==> src/core/mue_map.vh <==
/*
  Constants for the MIDI UART-mode emulator: port offsets, status bit
  positions, command codes, reply bytes and serial timing.
  Assumes a 25 MHz system clock.
*/
`ifndef MUE_MAP_VH
`define MUE_MAP_VH

// ---------------------------------------------------------------
// Port offsets
// ---------------------------------------------------------------
`define MUE_OFS_DATA        1'b0
`define MUE_OFS_CMD_STAT    1'b1

// ---------------------------------------------------------------
// Status bits
// ---------------------------------------------------------------
`define MUE_STAT_TXFULL_BIT 6
`define MUE_STAT_RXEMPTY_BIT 7

// ---------------------------------------------------------------
// Commands and replies
// ---------------------------------------------------------------
`define MUE_CMD_ENTER_UART  8'h3f
`define MUE_CMD_EXIT_UART   8'hff
`define MUE_CMD_QRY_LO      8'ha0
`define MUE_CMD_QRY_HI      8'ha7
`define MUE_CMD_QRY_AB      8'hab
`define MUE_CMD_QRY_AC      8'hac
`define MUE_CMD_QRY_AD      8'had
`define MUE_CMD_QRY_AF      8'haf
`define MUE_ACK_BYTE        8'hfe
`define MUE_REPLY_ZERO      8'h00
`define MUE_REPLY_AC        8'h15
`define MUE_REPLY_AD        8'h01
`define MUE_REPLY_AF        8'h64

// ---------------------------------------------------------------
// Serial timing and FIFO sizing
// ---------------------------------------------------------------
`define MUE_CLK_HZ          25000000
`define MUE_BAUD_HZ         31250
`define MUE_BIT_CYCLES      (`MUE_CLK_HZ / `MUE_BAUD_HZ)
`define MUE_HALF_CYCLES     (`MUE_BIT_CYCLES / 2)
`define MUE_FIFO_DEPTH      16
`define MUE_FIFO_AW         4

`endif

==> src/core/mue_fifo.v <==
/*
  Byte FIFO with valid/ready on both sides, parameterised width/depth.
  Optional overwrite of the last slot when full, for the receive path.
  Assumes one clock and a synchronous consumer.
*/
`timescale 1ns/100ps
`default_nettype none

module mue_fifo #(
  parameter W  = 8,
  parameter D  = 16,
  parameter AW = 4
) (
  input  wire          clk,
  input  wire          rst_b,
  input  wire          in_valid,
  output wire          in_ready,
  input  wire [W-1:0]  in_data,
  input  wire          ovr_en,
  output wire          out_valid,
  input  wire          out_ready,
  output wire [W-1:0]  out_data,
  output wire          full,
  output wire          empty
);

  reg [W-1:0]  mem [0:D-1];
  reg [AW-1:0] wr_q;
  reg [AW-1:0] rd_q;
  reg [AW:0]   cnt_q;
  wire         push;
  wire         pop;
  wire         ovr;

  assign full      = (cnt_q == D[AW:0]);
  assign empty     = (cnt_q == {(AW+1){1'b0}});
  assign in_ready  = !full;
  assign out_valid = !empty;
  assign out_data  = mem[rd_q];
  assign pop       = out_valid && out_ready;
  assign push      = in_valid && (!full || pop);
  // Full with no pop: newest byte replaces the last slot
  assign ovr       = in_valid && full && !pop && ovr_en;

  always @(posedge clk) begin
    if (push)
      mem[wr_q] <= in_data;
    else if (ovr)
      mem[wr_q - 1'b1] <= in_data;
  end

  always @(posedge clk or negedge rst_b) begin
    if (!rst_b) begin
      wr_q  <= {AW{1'b0}};
      rd_q  <= {AW{1'b0}};
      cnt_q <= {(AW+1){1'b0}};
    end else begin
      if (push)
        wr_q <= wr_q + 1'b1;
      if (pop)
        rd_q <= rd_q + 1'b1;
      if (push && !pop)
        cnt_q <= cnt_q + 1'b1;
      else if (pop && !push)
        cnt_q <= cnt_q - 1'b1;
    end
  end

endmodule // mue_fifo

`default_nettype wire

==> src/core/mue_uart.v <==
/*
  MIDI UART-mode emulator: data port and command/status port on a
  byte-wide host port, transmit and receive FIFOs, 31.25 kbaud serial.
  Assumes host strobes are one-cycle pulses synchronous to clk and the
  serial input is already synchronous to clk.
*/
`timescale 1ns/100ps
`default_nettype none
`include "mue_map.vh"

// Behaviour
// - Reset leaves block in non-UART mode
// - Non-UART data writes are discarded
// - Non-UART data read returns FIFO head, no pop
// - Command 3Fh enters UART, acks FEh
// - Query commands ack FEh plus reply byte
// - Replies 15h, 01h, 64h for AC/AD/AF
// - Other non-UART commands only ack FEh
// - UART data writes queue and transmit
// - Status bit 6 shows transmit full in UART mode
// - UART data read pops receive FIFO
// - Serial bytes stored, last slot overwritten
// - Status bit 7 tracks receive FIFO
// - Command FFh leaves UART mode
// - Other UART-mode commands are ignored
// - 31.25 kbaud, start, 8 data, stop
// - Sixteen-byte FIFO per direction
// - Full reads 1; empty reads 1
// - Interrupt on receive; data read clears
module mue_uart (
  input  wire       clk,
  input  wire       rst_b,
  input  wire       port_addr,
  input  wire       port_wr,
  input  wire       port_rd,
  input  wire [7:0] port_wdata,
  output reg  [7:0] port_rdata,
  output reg        midi_irq,
  output reg        uart_mode,
  output reg        midi_serial_out,
  input  wire       midi_serial_in
);

  // ---------------------------------------------------------------
  // Bit timing
  // ---------------------------------------------------------------
  // Timers count down to zero, so reload is one less than the span
  localparam integer BIT_CYC_I  = `MUE_BIT_CYCLES - 1;
  localparam integer HALF_CYC_I = `MUE_HALF_CYCLES - 1;
  localparam [12:0]  BIT_CNT    = BIT_CYC_I[12:0];
  localparam [12:0]  HALF_CNT   = HALF_CYC_I[12:0];

  // ---------------------------------------------------------------
  // Transmit shifter states
  // ---------------------------------------------------------------
  localparam [1:0] TX_IDLE  = 2'b01;
  localparam [1:0] TX_SHIFT = 2'b10;

  // ---------------------------------------------------------------
  // Receive states
  // ---------------------------------------------------------------
  localparam [2:0] RX_IDLE  = 3'b001;
  localparam [2:0] RX_START = 3'b010;
  localparam [2:0] RX_DATA  = 3'b100;

  // ---------------------------------------------------------------
  // State registers
  // ---------------------------------------------------------------
  reg  [1:0]  tx_st_q;
  reg  [12:0] tx_cnt_q;
  reg  [3:0]  tx_bit_q;
  reg  [9:0]  tx_sh_q;
  reg  [2:0]  rx_st_q;
  reg  [12:0] rx_cnt_q;
  reg  [3:0]  rx_bit_q;
  reg  [7:0]  rx_sh_q;
  reg         rx_done_q;
  reg  [7:0]  rx_byte_q;
  reg         reply_pend_q;
  reg  [7:0]  reply_q;
  reg  [7:0]  last_rx_q;
  reg         rxin_q;

  // ---------------------------------------------------------------
  // Host port decode
  // ---------------------------------------------------------------
  wire        data_wr  = port_wr && (port_addr == `MUE_OFS_DATA);
  wire        cmd_wr   = port_wr && (port_addr == `MUE_OFS_CMD_STAT);
  wire        data_rd  = port_rd && (port_addr == `MUE_OFS_DATA);

  wire        txf_valid;
  wire [7:0]  txf_data;
  wire        txf_full;
  wire        txf_pop;
  wire        rxf_valid;
  wire [7:0]  rxf_data;
  wire        rxf_empty;
  wire        rxf_pop;
  reg         rxf_push;
  reg  [7:0]  rxf_wdata;
  reg         rxf_ovr;

  // ---------------------------------------------------------------
  // Command decode
  // ---------------------------------------------------------------
  wire is_query = ((port_wdata >= `MUE_CMD_QRY_LO) && (port_wdata <= `MUE_CMD_QRY_HI))
                  || (port_wdata == `MUE_CMD_QRY_AB) || (port_wdata == `MUE_CMD_QRY_AC)
                  || (port_wdata == `MUE_CMD_QRY_AD) || (port_wdata == `MUE_CMD_QRY_AF);
  reg  [7:0] reply_d;

  always @* begin
    case (port_wdata)
      `MUE_CMD_QRY_AC: reply_d = `MUE_REPLY_AC;
      `MUE_CMD_QRY_AD: reply_d = `MUE_REPLY_AD;
      `MUE_CMD_QRY_AF: reply_d = `MUE_REPLY_AF;
      default:         reply_d = `MUE_REPLY_ZERO;
    endcase
  end

  // ---------------------------------------------------------------
  // Receive FIFO source arbitration
  // ---------------------------------------------------------------
  // One push per cycle: ack first, then pending reply, then serial byte.
  // A serial byte that collides waits in rx_done_q until no ack or reply is pushed.
  // Every non-UART command acks
  wire ack_now = cmd_wr && !uart_mode;

  always @* begin
    rxf_push  = 1'b0;
    rxf_wdata = `MUE_ACK_BYTE;
    if (ack_now) begin
      rxf_push  = 1'b1;
      rxf_wdata = `MUE_ACK_BYTE;
    end else if (reply_pend_q) begin
      rxf_push  = 1'b1;
      rxf_wdata = reply_q;
    end else if (rx_done_q) begin
      rxf_push  = 1'b1;
      rxf_wdata = rx_byte_q;
    end
    rxf_ovr = 1'b1;
  end

  // Serial byte keeps its holding flag until it is really pushed
  wire rx_taken = rx_done_q && !ack_now && !reply_pend_q;

  assign rxf_pop = data_rd && uart_mode;

  // ---------------------------------------------------------------
  // Mode and host-side state
  // ---------------------------------------------------------------
  always @(posedge clk or negedge rst_b) begin
    if (!rst_b) begin
      uart_mode    <= 1'b0;
      reply_pend_q <= 1'b0;
      reply_q      <= 8'h00;
      last_rx_q    <= 8'h00;
      midi_irq     <= 1'b0;
      port_rdata   <= 8'h00;
    end else begin
      if (cmd_wr) begin
        if (!uart_mode) begin
          if (port_wdata == `MUE_CMD_ENTER_UART)
            uart_mode <= 1'b1;
          // Queue second reply byte
          // A command in the very next cycle replaces the pending reply
          reply_pend_q <= is_query;
          reply_q      <= reply_d;
        end else if (port_wdata == `MUE_CMD_EXIT_UART) begin
          uart_mode <= 1'b0;
        end
      end else if (reply_pend_q) begin
        reply_pend_q <= 1'b0;
      end
      if (rxf_pop)
        last_rx_q <= rxf_data;
      if (rxf_push)
        midi_irq <= 1'b1;
      else if (data_rd)
        midi_irq <= 1'b0;
      if (port_rd) begin
        if (port_addr == `MUE_OFS_CMD_STAT) begin
          // Live status flags
          // Transmit flag masked outside UART mode, where writes are dropped
          port_rdata <= 8'h00;
          port_rdata[`MUE_STAT_TXFULL_BIT]  <= uart_mode && txf_full;
          port_rdata[`MUE_STAT_RXEMPTY_BIT] <= rxf_empty;
        end else if (uart_mode) begin
          port_rdata <= rxf_valid ? rxf_data : last_rx_q;
        end else begin
          port_rdata <= rxf_valid ? rxf_data : last_rx_q;
        end
      end
    end
  end

  // ---------------------------------------------------------------
  // FIFOs
  // ---------------------------------------------------------------
  // Sixteen-entry transmit FIFO
  mue_fifo #(.W(8), .D(`MUE_FIFO_DEPTH), .AW(`MUE_FIFO_AW)) u_txf (
    .clk       (clk),
    .rst_b     (rst_b),
    // Queue only in UART mode
    // A write while full is lost unless the transmitter pops in that cycle; the host polls the flag first
    .in_valid  (data_wr && uart_mode),
    .in_ready  (),
    .in_data   (port_wdata),
    .ovr_en    (1'b0),
    .out_valid (txf_valid),
    .out_ready (txf_pop),
    .out_data  (txf_data),
    .full      (txf_full),
    .empty     ()
  );

  mue_fifo #(.W(8), .D(`MUE_FIFO_DEPTH), .AW(`MUE_FIFO_AW)) u_rxf (
    .clk       (clk),
    .rst_b     (rst_b),
    .in_valid  (rxf_push),
    .in_ready  (),
    .in_data   (rxf_wdata),
    .ovr_en    (rxf_ovr),
    .out_valid (rxf_valid),
    .out_ready (rxf_pop),
    .out_data  (rxf_data),
    .full      (),
    .empty     (rxf_empty)
  );

  // ---------------------------------------------------------------
  // Transmitter
  // ---------------------------------------------------------------
  // Take the next byte whenever the shifter is idle and the FIFO not empty
  assign txf_pop = (tx_st_q == TX_IDLE) && txf_valid;

  always @(posedge clk or negedge rst_b) begin
    if (!rst_b) begin
      tx_st_q         <= TX_IDLE;
      tx_cnt_q        <= 13'h0000;
      tx_bit_q        <= 4'h0;
      tx_sh_q         <= 10'h3ff;
      midi_serial_out <= 1'b1;
    end else begin
      case (tx_st_q)
        TX_IDLE: begin
          midi_serial_out <= 1'b1;
          if (txf_valid) begin
            tx_sh_q  <= {1'b1, txf_data, 1'b0};
            tx_cnt_q <= BIT_CNT;
            tx_bit_q <= 4'h0;
            tx_st_q  <= TX_SHIFT;
          end
        end
        TX_SHIFT: begin
          midi_serial_out <= tx_sh_q[0];
          if (tx_cnt_q == 13'h0000) begin
            tx_cnt_q <= BIT_CNT;
            tx_sh_q  <= {1'b1, tx_sh_q[9:1]};
            if (tx_bit_q == 4'h9)
              tx_st_q <= TX_IDLE;
            else
              tx_bit_q <= tx_bit_q + 4'h1;
          end else begin
            tx_cnt_q <= tx_cnt_q - 13'h0001;
          end
        end
        default: tx_st_q <= TX_IDLE;
      endcase
    end
  end

  // ---------------------------------------------------------------
  // Receiver
  // ---------------------------------------------------------------
  // Samples mid-bit; a false start shorter than half a bit is dropped.
  always @(posedge clk or negedge rst_b) begin
    if (!rst_b) begin
      rxin_q    <= 1'b1;
      rx_st_q   <= RX_IDLE;
      rx_cnt_q  <= 13'h0000;
      rx_bit_q  <= 4'h0;
      rx_sh_q   <= 8'h00;
      rx_done_q <= 1'b0;
      rx_byte_q <= 8'h00;
    end else begin
      rxin_q <= midi_serial_in;
      if (rx_taken)
        rx_done_q <= 1'b0;
      case (rx_st_q)
        RX_IDLE: begin
          if (!rxin_q) begin
            rx_cnt_q <= HALF_CNT;
            rx_st_q  <= RX_START;
          end
        end
        RX_START: begin
          if (rx_cnt_q == 13'h0000) begin
            rx_cnt_q <= BIT_CNT;
            rx_bit_q <= 4'h0;
            rx_st_q  <= rxin_q ? RX_IDLE : RX_DATA;
          end else begin
            rx_cnt_q <= rx_cnt_q - 13'h0001;
          end
        end
        RX_DATA: begin
          if (rx_cnt_q == 13'h0000) begin
            rx_cnt_q <= BIT_CNT;
            if (rx_bit_q == 4'h8) begin
              rx_st_q <= RX_IDLE;
              if (rxin_q) begin
                rx_done_q <= 1'b1;
                rx_byte_q <= rx_sh_q;
              end
            end else begin
              rx_sh_q  <= {rxin_q, rx_sh_q[7:1]};
              rx_bit_q <= rx_bit_q + 4'h1;
            end
          end else begin
            rx_cnt_q <= rx_cnt_q - 13'h0001;
          end
        end
        default: rx_st_q <= RX_IDLE;
      endcase
    end
  end

endmodule // mue_uart

`default_nettype wire

==> config.mk <==
export PLATFORM = sky130hd
export DESIGN_NAME = mue_uart
export DESIGN_NICKNAME = d
export VERILOG_FILES = /design/src/core/mue_fifo.v /design/src/core/mue_uart.v
export VERILOG_INCLUDE_DIRS = /design/src /design/src/core
export SDC_FILE = /design/constraint.sdc
export NUM_CORES = 1
export LEC_CHECK = 0
export BUFFER_PORTS_ARGS = -buffer_cell sky130_fd_sc_hd__buf_2
export CAP_MARGIN = 10
export CORE_MARGIN = 10
export CORE_UTILIZATION = 41
export CTS_BUF_LIST = sky130_fd_sc_hd__clkbuf_2 sky130_fd_sc_hd__clkbuf_4 sky130_fd_sc_hd__clkbuf_8
export CTS_CLUSTER_DIAMETER = 60
export DETAILED_ROUTE_END_ITERATION = 10
export SLEW_MARGIN = 5
export SYNTH_ARGS = -nofsm -noshare
export SYNTH_HDL_FRONTEND = slang
export SYNTH_SLANG_ARGS = --single-unit
==> constraint.sdc <==
create_clock -name clk -period 7.74 [get_ports clk]
set_input_delay 0.387 -clock clk [delete_from_list [all_inputs] [get_ports clk]]
set_output_delay 0.387 -clock clk [all_outputs]
set_load 0.05 [all_outputs]
Yosys cells after proc, flatten, opt, wreduce, memory -nomap -nowiden
Memory sizes are Yosys's and may differ from the RTL's.
Cells that the tools add are included.
{"block": "word_totals", "output_inout_bits": 11, "ramBits": 256, "n_memories": 2, "in_bits": 14, "elab_cells": 192, "regBits": 121}
{"block": "classes", "n_reduce_logical": 60, "n_lt_le_gt_ge": 2, "bitwise": 3, "addsub": 13, "n_eq_ne": 25, "mux": 63}
{"name": "u_rxf.mem", "words": 16, "width": 8, "rd": 1, "rd_clocked_by_memory_dff": 0, "wr": 1, "line": "mue_fifo.v:27", "source": "reg [W-1:0] mem [0:D-1];"}
{"name": "u_txf.mem", "words": 16, "width": 8, "rd": 1, "rd_clocked_by_memory_dff": 0, "wr": 1, "line": "mue_fifo.v:27"}
{"operator": "two-way mux 13 bit", "n": 4}
{"operator": "one-hot mux 13 bit (2 select lines)", "n": 2}
{"operator": "two-way mux 8 bit", "n": 6}
{"operator": "equality test 8 bit (second input constant)", "n": 5}
{"operator": "two-way mux 4 bit", "n": 7}
{"operator": "zero test 13 bit", "n": 2}
{"operator": "subtractor 13 x 1 -> 13 bit (second input constant)", "n": 2}
{"operator": "adder 4 x 1 -> 4 bit (second input constant)", "n": 6}
{"operator": "two-way mux 1 bit", "n": 23}
{"operator": "logical AND 1 bit", "n": 21}
{"operator": "one-hot mux 7 bit (3 select lines)", "n": 1}
{"operator": "two-way mux 10 bit", "n": 2}
{"operator": "two-way mux 5 bit", "n": 4}
{"operator": "!= test 2 bit (second input constant)", "n": 10}
{"operator": "one-hot mux 10 bit (2 select lines)", "n": 1}
{"operator": "one-hot mux 4 bit (2 select lines)", "n": 2}
{"operator": "AND reduction 4 bit", "n": 4}
{"operator": "two-way mux 3 bit", "n": 5}
{"operator": "nonzero test 2 bit", "n": 6}
{"operator": "zero test 1 bit", "n": 11}
{"operator": "adder 5 x 1 -> 5 bit (second input constant)", "n": 2}
{"operator": "equality test 5 bit (second input constant)", "n": 2}
{"operator": "zero test 5 bit", "n": 2}
{"operator": "subtractor 5 x 1 -> 5 bit (second input constant)", "n": 2}
{"operator": "20 further kinds", "n": 34}

Depth between registers and ports, before layout
Gate-level depths: netlist of run 1.
{"block": "depth", "depth_word": 11, "depth_mapped": 12, "mapped_depth_nobuf": 12}

By module
A second synthesis of run 1 with hierarchy kept.
{"block": "hier_totals", "cells_unflattened": 1150, "area_unflattened_um2": 16484.6}
{"module": "mue_fifo (u_txf)", "seq_area_each_um2": 4169.0, "instances": 1, "cells_per_inst": 330, "area_each_um2": 5919.4}
{"module": "mue_fifo (u_rxf)", "seq_area_each_um2": 4169.0, "instances": 1, "cells_per_inst": 333, "area_each_um2": 5905.7}
{"module": "mue_uart", "seq_area_each_um2": 2268.4, "instances": 1, "cells_per_inst": 487, "area_each_um2": 4659.5}

Worst setup path before layout of run 1
Ideal clock, no wire load.
{"block": "synth_timing", "kind": "register -> register", "startpoint": "register uart_mode", "endpoint": "register u_rxf.cnt_q[4]", "t_required_ns": 7.661, "arrival_ns": 3.003, "n_path_buf": 1, "setup_slack_ns": 4.658, "path_stages_with_launch": 13, "setup_ns": 0.079, "synth_period_minus_slack_ns": 3.082, "path_cell_list": "dfrtp_1 clkbuf_1 nand3b_1 and3_1 nor2_1 ha_1 inv_1 ha_1 nor2b_1 o21a_1 or3_1 a21oi_1 xor2_1"}
{"block": "synth_between", "elab_chain_cells": 7, "elab_cells_between_ends": 13, "cone_classes": "mux: 2; reduce/logical: 11"}
{"element": "start, declared", "line": "mue_uart.v:39", "source": "output reg uart_mode,"}
{"element": "start signal, assigned", "line": "mue_uart.v:154", "source": "uart_mode <= 1'b0;"}
{"element": "start signal, assigned", "line": "mue_uart.v:164", "source": "uart_mode <= 1'b1;"}
{"element": "start signal, assigned", "line": "mue_uart.v:170", "source": "uart_mode <= 1'b0;"}
{"element": "zero test 1 bit / logical AND 1 bit (equally long branches)"}
{"element": "logical AND 1 bit (on tied branches)", "line": "mue_uart.v:126, mue_fifo.v:40"}
{"element": "two-way mux 1 bit / logical OR 1 bit (equally long branches)", "line": "mue_uart.v:131, mue_fifo.v:41"}
{"element": "logical AND 1 bit (*)", "line": "mue_fifo.v:41", "source": "assign push = in_valid && (!full || pop);"}
{"element": "net u_rxf.push", "line": "mue_fifo.v:31", "source": "wire push;"}
{"element": "zero test 1 bit", "line": "mue_fifo.v:64", "source": "else if (pop && !push)"}
{"element": "logical AND 1 bit", "line": "mue_fifo.v:64"}
{"element": "nonzero test 2 bit (no source line)"}
{"element": "end signal, assigned", "line": "mue_fifo.v:56", "source": "cnt_q <= {(AW+1){1'b0}};"}
{"element": "end signal, assigned", "line": "mue_fifo.v:63", "source": "cnt_q <= cnt_q + 1'b1;"}
{"element": "end signal, assigned", "line": "mue_fifo.v:65", "source": "cnt_q <= cnt_q - 1'b1;"}
{"element": "end, declared", "line": "mue_fifo.v:30", "source": "reg [AW:0] cnt_q;"}
Mark *: on every way through the listed nets, which the timed path passes. The rest lies on a longest branch.
A chain may end at the register's enable or synchronous reset.

Worst setup path after layout of run 1
Same ends and word-level chain as after synthesis.

==> results of run 1 <==
## power by group through the flow
stage,Clock [mW],Sequential (mW),Combinational [mW]
floorplan,0,2.44,0.728
global placement,0,2.47,0.936
detailed placement,0,2.48,0.952
CTS,1.80,2.44,0.956
global route,1.89,2.47,1.04
finish,1.76,2.44,0.945
## cell usage after synthesis (11+ instances only)
master / instances / area (sq um)
mux2_2: 21 / 236
mux4_2: 65 / 1460
ha_1: 25 / 313
xnor2_1: 28 / 245
nand3_1: 11 / 55.1
nor3_1: 23 / 115
dfrtp_1: 103 / 2580
and2_1: 17 / 106
nand4_1: 13 / 81.3
a21oi_1: 23 / 115
mux2i_1: 13 / 130
clkbuf_1: 33 / 124
nor2_1: 69 / 259
nor2b_1: 15 / 93.8
dfstp_2: 13 / 342
buf_2: 15 / 75.1
nand2_1: 80 / 300
inv_1: 39 / 146
nand2b_1: 12 / 75.1
nor4_1: 12 / 75.1
a22oi_1: 27 / 203
o21ai_0: 48 / 240
edfxtp_1: 256 / 7690
## worst max path at each step
stage | from | to
floorplan | uart_mode | u_rxf.cnt_q[4]
global placement | port_rd | u_rxf.cnt_q[4]
detailed placement | port_rd | u_rxf.cnt_q[4]
CTS | uart_mode | u_rxf.cnt_q[4]
global route | uart_mode | u_rxf.cnt_q[4]
finish | uart_mode | u_rxf.cnt_q[4]
## sequential cells by signal, summed over array words and instances (netlist names), 5 cells and up
register,cells
tx_cnt_q,13
u_txf.mem,128
rx_sh_q,8
last_rx_q,8
rx_byte_q,8
u_rxf.mem,128
u_rxf.cnt_q,5
tx_sh_q,9
rx_cnt_q,13
u_txf.cnt_q,5
port_rdata,8
## layout by cell type, fill, tap and decap left out, types with 7 or more instances in the layout
cell and instances:
a21oi_1 23, a22oi_1 27, and2_1 17, buf_2 23, buf_4 13, clkbuf_4 26
clkbuf_8 71, clkinv_1 8, dfrtp_1 101, dfstp_2 13, edfxtp_1 256, ha_1 25
inv_1 39, mux2_2 21, mux2i_1 13, mux4_2 65, nand2_1 80, nand2b_1 12
nand3_1 11, nand4_1 13, nor2_1 69, nor2b_1 15, nor3_1 23, nor4_1 12
o21a_1 9, o21ai_0 48, o22ai_1 9, or3_1 7, xnor2_1 28, xor2_1 8
## per-layer routing
| layer | track usage [%] | wire, microns | part of all wire, % |
|---|---|---|---|
| met5 | 0 | 0 | 0 |
| met4 | 4.35 | 637 | 2.0 |
| met3 | 2.47 | 1350 | 4.3 |
| met2 | 21.2 | 14800 | 47 |
| met1 | 18.7 | 14900 | 47 |
## through the flow
stage | utilization [%] | power (mW) | instances | setup WS [ps] | hold slack [ps]
2_1_floorplan | - | 3.17 | 1084 | 4660 | 91.4
3_3_place_gp | 43.1 | 3.41 | 1585 | 4180 | 459
3_5_place_dp | 43.1 | 3.43 | 1585 | 4140 | 452
4_1_cts | 46.5 | 5.19 | 1699 | 4180 | 48.5
5_1_grt | 46.5 | 5.40 | 1699 | 3900 | 78.0
6_report | 46.5 | 5.14 | 1700 | 4170 | 89.8
## critical path, stage by stage (launching register included)
cell and delay [ps]:
dfrtp_1 520, nand3b_1 430, and3_1 490, nor2_1 380, ha_1 300, inv_1 110, ha_1 310, nor2b_1 140
o21a_1 170, or3_1 300, a21oi_1 180, xor2_1 150
## final cells by class
type / count / area [sq um] / area share (%)
diodes: 1 / 2.50 / 0.0139
clock buffers: 97 / 1170 / 6.51
well taps: 518 / 648 / 3.60
flip-flops and latches: 372 / 10600 / 59.0
multi-input cells: 620 / 5080 / 28.2
inverters: 39 / 146 / 0.813
repair buffers: 38 / 233 / 1.29
clock inverters: 15 / 104 / 0.577
## cells by family (layout without fill, tap and decap cells)
| group | count (synthesis) | after routing |
|---|---|---|
| flops | 372 | 372 |
| fa+ha+maj | 27 | 27 |
| xor+xnor | 36 | 36 |
| compound gates | 165 | 165 |
| simple gates | 293 | 293 |
| mux | 99 | 99 |
| other cells | 0 | 1 |
| buf+inv | 92 | 189 |
==> flow_metrics.py, run 1 <==
metrics = {
    "run_status": {
        "status": "complete, no violations",
    },
    "clock_tree": {
        "clk_pin_slew_ps": 70,
        "cts_tree": "built",
        "worstSkewPairLatency_ps": 630,
        "numCtsBuffers": 60,
        "cts_max_level": 2,
        "cts_setup_buffers": 0,
        "postCtsHoldBufs": 2,
        "root_buffer": "clkbuf_8",
        "numClockSinks": 372,
        "cts_resized": 0,
        "clock_path_buffers": 3,
    },
    "floorplan": {
        "die_h_microns": 218,
        "initial_utilization_pct": 41.5,
        "num_rows": 72,
        "core_area_sq_um": 38700,
        "ios": 25,
        "dieArea_sq_um": 47500,
        "die_x_microns": 218,
    },
    "synth": {
        "syn_nets": 1125,
        "ys_ff_latch": 372,
        "synth_cells": 1084,
        "seq_area_frac_synth_pct": 66.0,
        "synth_cell_types": 65,
        "synth_compound_area_share_pct": 6.85,
        "syn_area_sq_um": 16100,
        "synthArstFlopShare_pct": 31.2,
        "synth_edf_count": 256,
        "yosysWarnings": 0,
        "syn_avg_cell_area_sq_um": 14.8,
        "synthMuxAreaShare_pct": 11.4,
        "yosys.area_share.simple_pct": 9.23,
        "synth_top_family_by_area": "multiplexers",
        "synthAdderAreaFrac_pct": 2.20,
        "synth-main-ff-cell": "edfxtp_1",
        "synth-xor-area-share_pct": 1.96,
    },
    "placement": {
        "placed_cell_area_sq_um": 16700,
        "hpwlAfterDp_microns": 20200,
        "routabilityCongestion": 0.764,
        "io_buffer_count": 24,
    },
    "setup_path": {
        "crit_path_end_kind": "register",
        "required_ps": 8280,
        "rr_startpoint": "uart_mode",
        "crit_type": "register to register",
        "crit_fanout": 13,
        "reg2reg_slack_ps": 4170,
        "setup.worst_path.start_class": "register",
        "rr_endpoint": "u_rxf.cnt_q[4]",
        "worstRegToRegCells": 11,
        "arrival_ps": 4110,
    },
    "drt": {
        "post_drt_wl_per_cell_microns": 18.6,
        "vias": 9037,
        "antenna_left": 0,
        "postRouteWirelength_microns": 31700,
        "first_pass_iters": 5,
        "drc": 0,
        "drt_iter0_markers": 735,
        "vias_per_cell": 5.32,
    },
    "timing": {
        "drv_slew": 0,
        "fin_skew_ps": 42.2,
        "finalCriticalPeriod_ps": 3570,
        "min_period_over_period_pct": 46.2,
        "grt_setup_unrepaired": "no",
        "slew_headroom_pct": 40.5,
        "fin_setup_tns_ps": 0,
        "clock.fmax_ghz": 0.280,
        "tightest_slew_ps": 892,
        "final_hold_viol_count": 0,
        "setup_viol": 0,
    },
    "power_and_ir_drop": {
        "p_per_area_nw_per_um2": 286,
        "switching_share_pct": 28.5,
        "switchingPower_mw": 1.46,
        "p_clk_share_pct": 34.2,
        "peakVddDrop_mv": 0.157,
        "power.share.combinational_pct": 18.4,
        "p_leak_nw": 6.40,
        "p_int_mw": 3.67,
        "p_seq_share_pct": 47.4,
    },
    "finish": {
        "nNetsFinal": 1172,
        "final_cell_area_sq_um": 18000,
        "final_layout_size_suffix_gt1_share_pct": 22.0,
        "syn_to_final_growth_pct": 12.0,
        "fill_cells": 3400,
    },
    "hold_path": {
        "hold_depth": 3,
        "min_path_type": "input pin to register",
        "min_from": "port_wr",
        "min_to": "reply_pend_q",
    },
    "global_route": {
        "grt_antenna_before_repair": 1,
        "grt_util_all_layers_pct": 13.5,
        "grt_pass1_wl_microns": 51000,
        "grt_pass1_vias": 9254,
        "overflow": 0,
        "grt_max_degree": 68,
    },
    "run": {
        "max_cap_violations": 0,
    },
}
(Power assumes the default switching activity.)
==> run 2: changes to the inputs <==
==> constraint.sdc (replaced) <==
create_clock -name clk -period 3.1 [get_ports clk]
set_input_delay 0.155 -clock clk [delete_from_list [all_inputs] [get_ports clk]]
set_output_delay 0.155 -clock clk [all_outputs]
set_load 0.05 [all_outputs]
==> run 2 against run 1 <==
Net effect: flip-flop and latch count unchanged; wire length grew 4.5%; critical endpoint unchanged; via count grew 2.3%; global-route usage grew 0.60 points; highest routed layer unchanged.
==> flow_metrics.py, run 2 (same netlist as run 1, synthesis figures left out) <==
metrics = {
    "clock_tree": {
        "worstSkewPairLatency_ps": 660,
        "numCtsBuffers": 60,
        "clk_pin_slew_ps": 70,
        "cts_tree": "built",
        "numClockSinks": 372,
        "cts_max_level": 2,
        "clock_path_buffers": 3,
        "root_buffer": "clkbuf_8",
    },
    "timing": {
        "fin_skew_ps": 42.0,
        "clock.fmax_ghz": 0.345,
        "tightest_slew_ps": 892,
        "drv_slew": 0,
        "final_hold_viol_count": 0,
        "setup_viol": 0,
        "min_period_over_period_pct": 93.4,
        "finalCriticalPeriod_ps": 2900,
        "slew_headroom_pct": 40.5,
    },
    "global_route": {
        "grt_antenna_before_repair": 1,
        "grt_util_all_layers_pct": 14.1,
        "grt_max_degree": 68,
        "grt_pass1_wl_microns": 52900,
        "overflow": 0,
        "grt_pass1_vias": 9514,
    },
    "setup_path": {
        "crit_type": "register to register",
        "endpoint": "u_rxf.cnt_q[4]",
        "crit_fanout": 5,
        "reg2reg_slack_ps": 200,
        "rr_startpoint": "u_rxf.cnt_q[1]",
        "required_ps": 3680,
        "setup.worst_path.start_class": "register",
        "startpoint": "u_rxf.cnt_q[1]",
        "rr_endpoint": "u_rxf.cnt_q[4]",
        "crit_path_end_kind": "register",
        "worstRegToRegCells": 13,
        "arrival_ps": 3470,
    },
    "run_status": {
        "status": "complete, no violations",
    },
    "placement": {
        "hpwlAfterDp_microns": 21200,
        "placed_cells": 1613,
        "io_buffer_count": 24,
        "routabilityCongestion": 0.786,
    },
    "floorplan": {
        "die_x_microns": 218,
        "ios": 25,
        "core_area_sq_um": 38700,
        "initial_utilization_pct": 41.5,
        "num_rows": 72,
        "die_h_microns": 218,
        "dieArea_sq_um": 47500,
    },
    "drt": {
        "vias": 9247,
        "first_pass_iters": 5,
        "vias_per_cell": 5.32,
        "drc": 0,
        "post_drt_wl_per_cell_microns": 19.0,
        "drt_iter0_markers": 748,
        "antenna_left": 0,
        "postRouteWirelength_microns": 33100,
    },
    "finish": {
        "final_common_cell": "edfxtp_1",
        "regArea_sq_um": 10600,
        "stdcell_count": 1739,
        "syn_to_final_growth_pct": 13.8,
        "n_antenna_cell": 0,
        "fill_cells": 3375,
        "nNetsFinal": 1213,
        "multi_input_area_sq_um": 5090,
        "largest_registers": "u_rxf.mem (128), u_txf.mem (128)",
        "final_layout_size_suffix_gt1_share_pct": 23.3,
        "final_cell_mix": "256 x edfxtp_1, 100 x dfrtp_1, 80 x nand2_1",
    },
    "power_and_ir_drop": {
        "p_per_area_nw_per_um2": 697,
        "peakVddDrop_mv": 0.274,
        "p_leak_nw": 6.54,
        "finalPower_mw": 12.7,
    },
    "run": {
        "max_cap_violations": 0,
    },
    "hold_path": {
        "min_path_type": "input pin to asynchronous set/reset pin",
    },
}
[run 2: repair_timing]
item,CTS,global route
hold endpoints to repair,196,0
gates resized for setup,0,5
setup endpoints to repair,0,2
setup buffers,0,0
hold buffers,15,0
[run 2: area by class of cell]
| type | count | share of cell area, % |
|---|---|---|
| flip-flops and latches | 372 | 58.0 |
| multi-input cells | 620 | 27.9 |
| clock buffers | 83 | 5.63 |
| well taps | 518 | 3.55 |
| repair buffers | 79 | 3.27 |
| clock inverters | 28 | 0.862 |
| inverters | 39 | 0.801 |
[run 2: worst min-delay path by stage]
stage                   start           end  slack (ps)  depth (start not counted)
2_1_floorplan           rst_b  last_rx_q[0]        -140                          0
3_3_place_gp   midi_serial_in        rxin_q         260                          1
3_5_place_dp   midi_serial_in        rxin_q         270                          1
4_1_cts        midi_serial_in        rxin_q         140                          2
5_1_grt        midi_serial_in        rxin_q         160                          2
6_report                rst_b  last_rx_q[1]         170                          2
[run 2: through the flow]
step	hold slack [ps]	utilization [%]	setup WS, ps	cell area, sq um	setup TNS (ps)
floorplan	-141	-	17.9	16100	0
global placement	265	43.7	191	16900	0
detailed placement	265	43.7	164	16900	0
CTS	142	47.2	141	18300	0
global route	162	47.2	-2.90	18300	-2.90
finish	168	47.2	203	18300	0
[run 2: worst max-delay path: stages (launching register included)]
cell and delay, ps:
dfrtp_1 420, nor4_2 310, buf_4 170, nor2b_1 170, nor2_1 120, inv_1 80, ha_2 200, inv_1 100
ha_1 310, nor2b_1 150, o21a_1 170, or3_1 300, a21oi_1 180, xor2_1 150
[run 2: power by group]
group          internal, mW  switching, mW  total (mW)  leakage, nW
combinational          1.14           1.39        2.53         2.25
clock                  2.23           1.93        4.16        0.624
sequential             5.66          0.401        6.06         3.66
[run 2: layer usage]
| layer | vias to the layer above | global-route usage [%] | wire [microns] | share of wire [%] |
|---|---|---|---|---|
| met1 | 4648 | 19.5 | 15100 | 46 |
| met4 | 0 | 5.00 | 651 | 2.0 |
| met5 | - | 0 | 0 | 0 |
| met2 | 235 | 21.9 | 15400 | 47 |
| li1 | 4312 | - | - | - |
| met3 | 52 | 2.66 | 1900 | 5.8 |
==> run 3: changes to the inputs <==
--- a/config.mk
+++ b/config.mk
@@ -13,6 +13,7 @@
 export CTS_BUF_LIST = sky130_fd_sc_hd__clkbuf_2 sky130_fd_sc_hd__clkbuf_4 sky130_fd_sc_hd__clkbuf_8
 export CTS_CLUSTER_DIAMETER = 60
 export DETAILED_ROUTE_END_ITERATION = 10
+export REMOVE_ABC_BUFFERS = 1
 export SLEW_MARGIN = 5
 export SYNTH_ARGS = -nofsm -noshare
 export SYNTH_HDL_FRONTEND = slang
==> run 3 against run 2 <==
Net effect: wire length is 1.6% higher; critical path depth decreased by 2; register-to-register slack worse by 80 ps; clock skew is 12 ps lower; setup slack got worse by 79 ps; final cell count fell by 0.17%; die area is the same; final area about the same; largest power group unchanged; highest routed layer unchanged.
==> flow_metrics.py, run 3 (same netlist as run 1, synthesis figures left out) <==
metrics = {
    "floorplan": {
        "initial_utilization_pct": 41.5,
        "die_x_microns": 218,
        "num_rows": 72,
        "die_h_microns": 218,
        "core_area_sq_um": 38700,
        "dieArea_sq_um": 47500,
        "ios": 25,
    },
    "setup_path": {
        "required_ps": 3600,
        "crit_fanout": 5,
        "worst_path_most_repeated_cell": "inv_1",
        "crit_type": "register to register",
        "setup.worst_path.start_class": "register",
        "worstPathCellList": "or4_1, o21a_1, inv_1, ha_1, inv_1, fa_1, a21o_1, a21oi_1, xnor2_1, nor2_1, xor2_1",
        "cpPeakStageDelay_ps": 560,
        "arrival_ps": 3480,
        "crit_path_end_kind": "register",
        "cp_slowest_cell": "or4_1",
    },
    "power_and_ir_drop": {
        "p_leak_nw": 6.56,
        "p_per_area_nw_per_um2": 704,
        "p_clk_share_pct": 33.0,
        "switching_share_pct": 29.0,
        "power.share.combinational_pct": 19.8,
        "finalPower_mw": 12.9,
        "peakVddDrop_mv": 0.367,
        "p_seq_share_pct": 47.2,
        "switchingPower_mw": 3.73,
        "p_int_mw": 9.14,
    },
    "drt": {
        "drc": 0,
        "drt_iter0_markers": 736,
        "vias": 9295,
        "postRouteWirelength_microns": 33600,
        "antenna_left": 0,
        "vias_per_cell": 5.35,
        "post_drt_wl_per_cell_microns": 19.4,
        "first_pass_iters": 5,
    },
    "timing": {
        "grt_setup_unrepaired": "no",
        "finalCriticalPeriod_ps": 2980,
        "setup_viol": 0,
        "fin_skew_ps": 30.0,
        "slew_headroom_pct": 34.3,
        "min_period_over_period_pct": 96.0,
        "hold_ws_ps": 27.9,
        "tightest_slew_ps": 982,
        "final_hold_viol_count": 0,
        "drv_slew": 0,
        "setup_ws_ps": 125,
        "clock.fmax_ghz": 0.336,
    },
    "global_route": {
        "grt_pass1_wl_microns": 53800,
        "grt_pass1_vias": 9486,
        "grt_antenna_before_repair": 0,
        "grt_max_degree": 61,
        "grt_util_all_layers_pct": 14.3,
        "overflow": 0,
    },
    "clock_tree": {
        "numClockSinks": 372,
        "cts_setup_buffers": 0,
        "clock_path_buffers": 3,
        "clk_pin_slew_ps": 60,
        "root_buffer": "clkbuf_8",
        "numCtsBuffers": 60,
        "cts_max_level": 2,
        "worstSkewPairLatency_ps": 630,
        "cts_tree": "built",
    },
    "finish": {
        "final_cell_area_sq_um": 18300,
        "syn_to_final_growth_pct": 13.9,
        "largest_registers": "u_rxf.mem (128), u_txf.mem (128)",
        "final_common_cell": "edfxtp_1",
        "nNetsFinal": 1207,
        "n_antenna_cell": 0,
        "final_layout_size_suffix_gt1_share_pct": 23.6,
        "final_cell_mix": "256 x edfxtp_1, 100 x dfrtp_1, 80 x nand2_1",
        "fin_util_pct": 47.2,
    },
    "placement": {
        "pre_cts_slack_ps": 69.4,
        "placed_cell_area_sq_um": 16900,
        "io_buffer_count": 24,
        "hpwlAfterDp_microns": 21700,
        "routabilityCongestion": 0.822,
    },
    "run_status": {
        "status": "complete, no violations",
    },
    "run": {
        "max_cap_violations": 0,
    },
    "hold_path": {
        "min_path_type": "input pin to asynchronous set/reset pin",
    },
}
[run 3: timing repair]
item                                   in CTS  in global routing
endpoints found under the hold margin     244                  0
resized for setup                           0                  6
hold buffers                               13                  0
setup endpoints to repair                   0                  1
[run 3: through the flow]
stage	instances	setup TNS (ps)
floorplan	1031	-287
CTS	1736	0
global placement	1609	0
finish	1736	0
global route	1736	0
detailed placement	1609	0
[run 3: layout make-up]
class | count | area, sq um
clock buffers | 85 | 1040
clock inverters | 29 | 195
fillers | 3381 | 20400
inverters | 39 | 146
multi-input cells | 620 | 5090
flip-flops and latches | 372 | 10600
well taps | 518 | 648
repair buffers | 73 | 561
[run 3: path summary, 6_finish.rpt]
path                                     start              to  slack, ps  depth (start not counted)
worst min-delay path                     rst_b   port_rdata[1]         30                          2
min in group clk                       port_wr      reply_q[5]         70                          4
worst min register to register        midi_irq        midi_irq        470                          2
worst max-delay path            u_txf.cnt_q[1]  u_txf.cnt_q[4]        120                         11
max in group asynchronous                rst_b      tx_sh_q[6]       2300                          3
worst max register to register  u_txf.cnt_q[1]  u_txf.cnt_q[4]        120                         11
[run 3: metal layers]
metal | routed length (microns) | GRT usage (%) | vias to the layer above
met3 | 1610 | 2.83 | 42
li1 | - | - | 4302
met4 | 607 | 4.19 | 0
met1 | 15400 | 19.8 | 4750
met5 | 0 | 0 | -
met2 | 16000 | 22.4 | 201
[run 3: critical path: cells and delay by family (launching register included)]
| kind | cells | cell delay [ps] |
|---|---|---|
| AO/OA/AOI/OAI | 3 | 600 |
| XOR/XNOR | 2 | 270 |
| buffers and inverters | 2 | 240 |
| adder cells (fa/ha/maj) | 2 | 680 |
| AND/OR/NAND/NOR | 2 | 620 |
| flip-flops | 1 | 440 |
[run 3: power by group through the flow]
stage / Clock (mW) / Sequential (mW) / Combinational [mW]
after floorplan: 0 / 6.31 / 1.53
after global placement: 0 / 6.14 / 2.52
after detailed placement: 0 / 6.16 / 2.55
after CTS: 4.38 / 6.06 / 2.58
after global routing: 4.61 / 6.12 / 2.81
final: 4.25 / 6.07 / 2.55
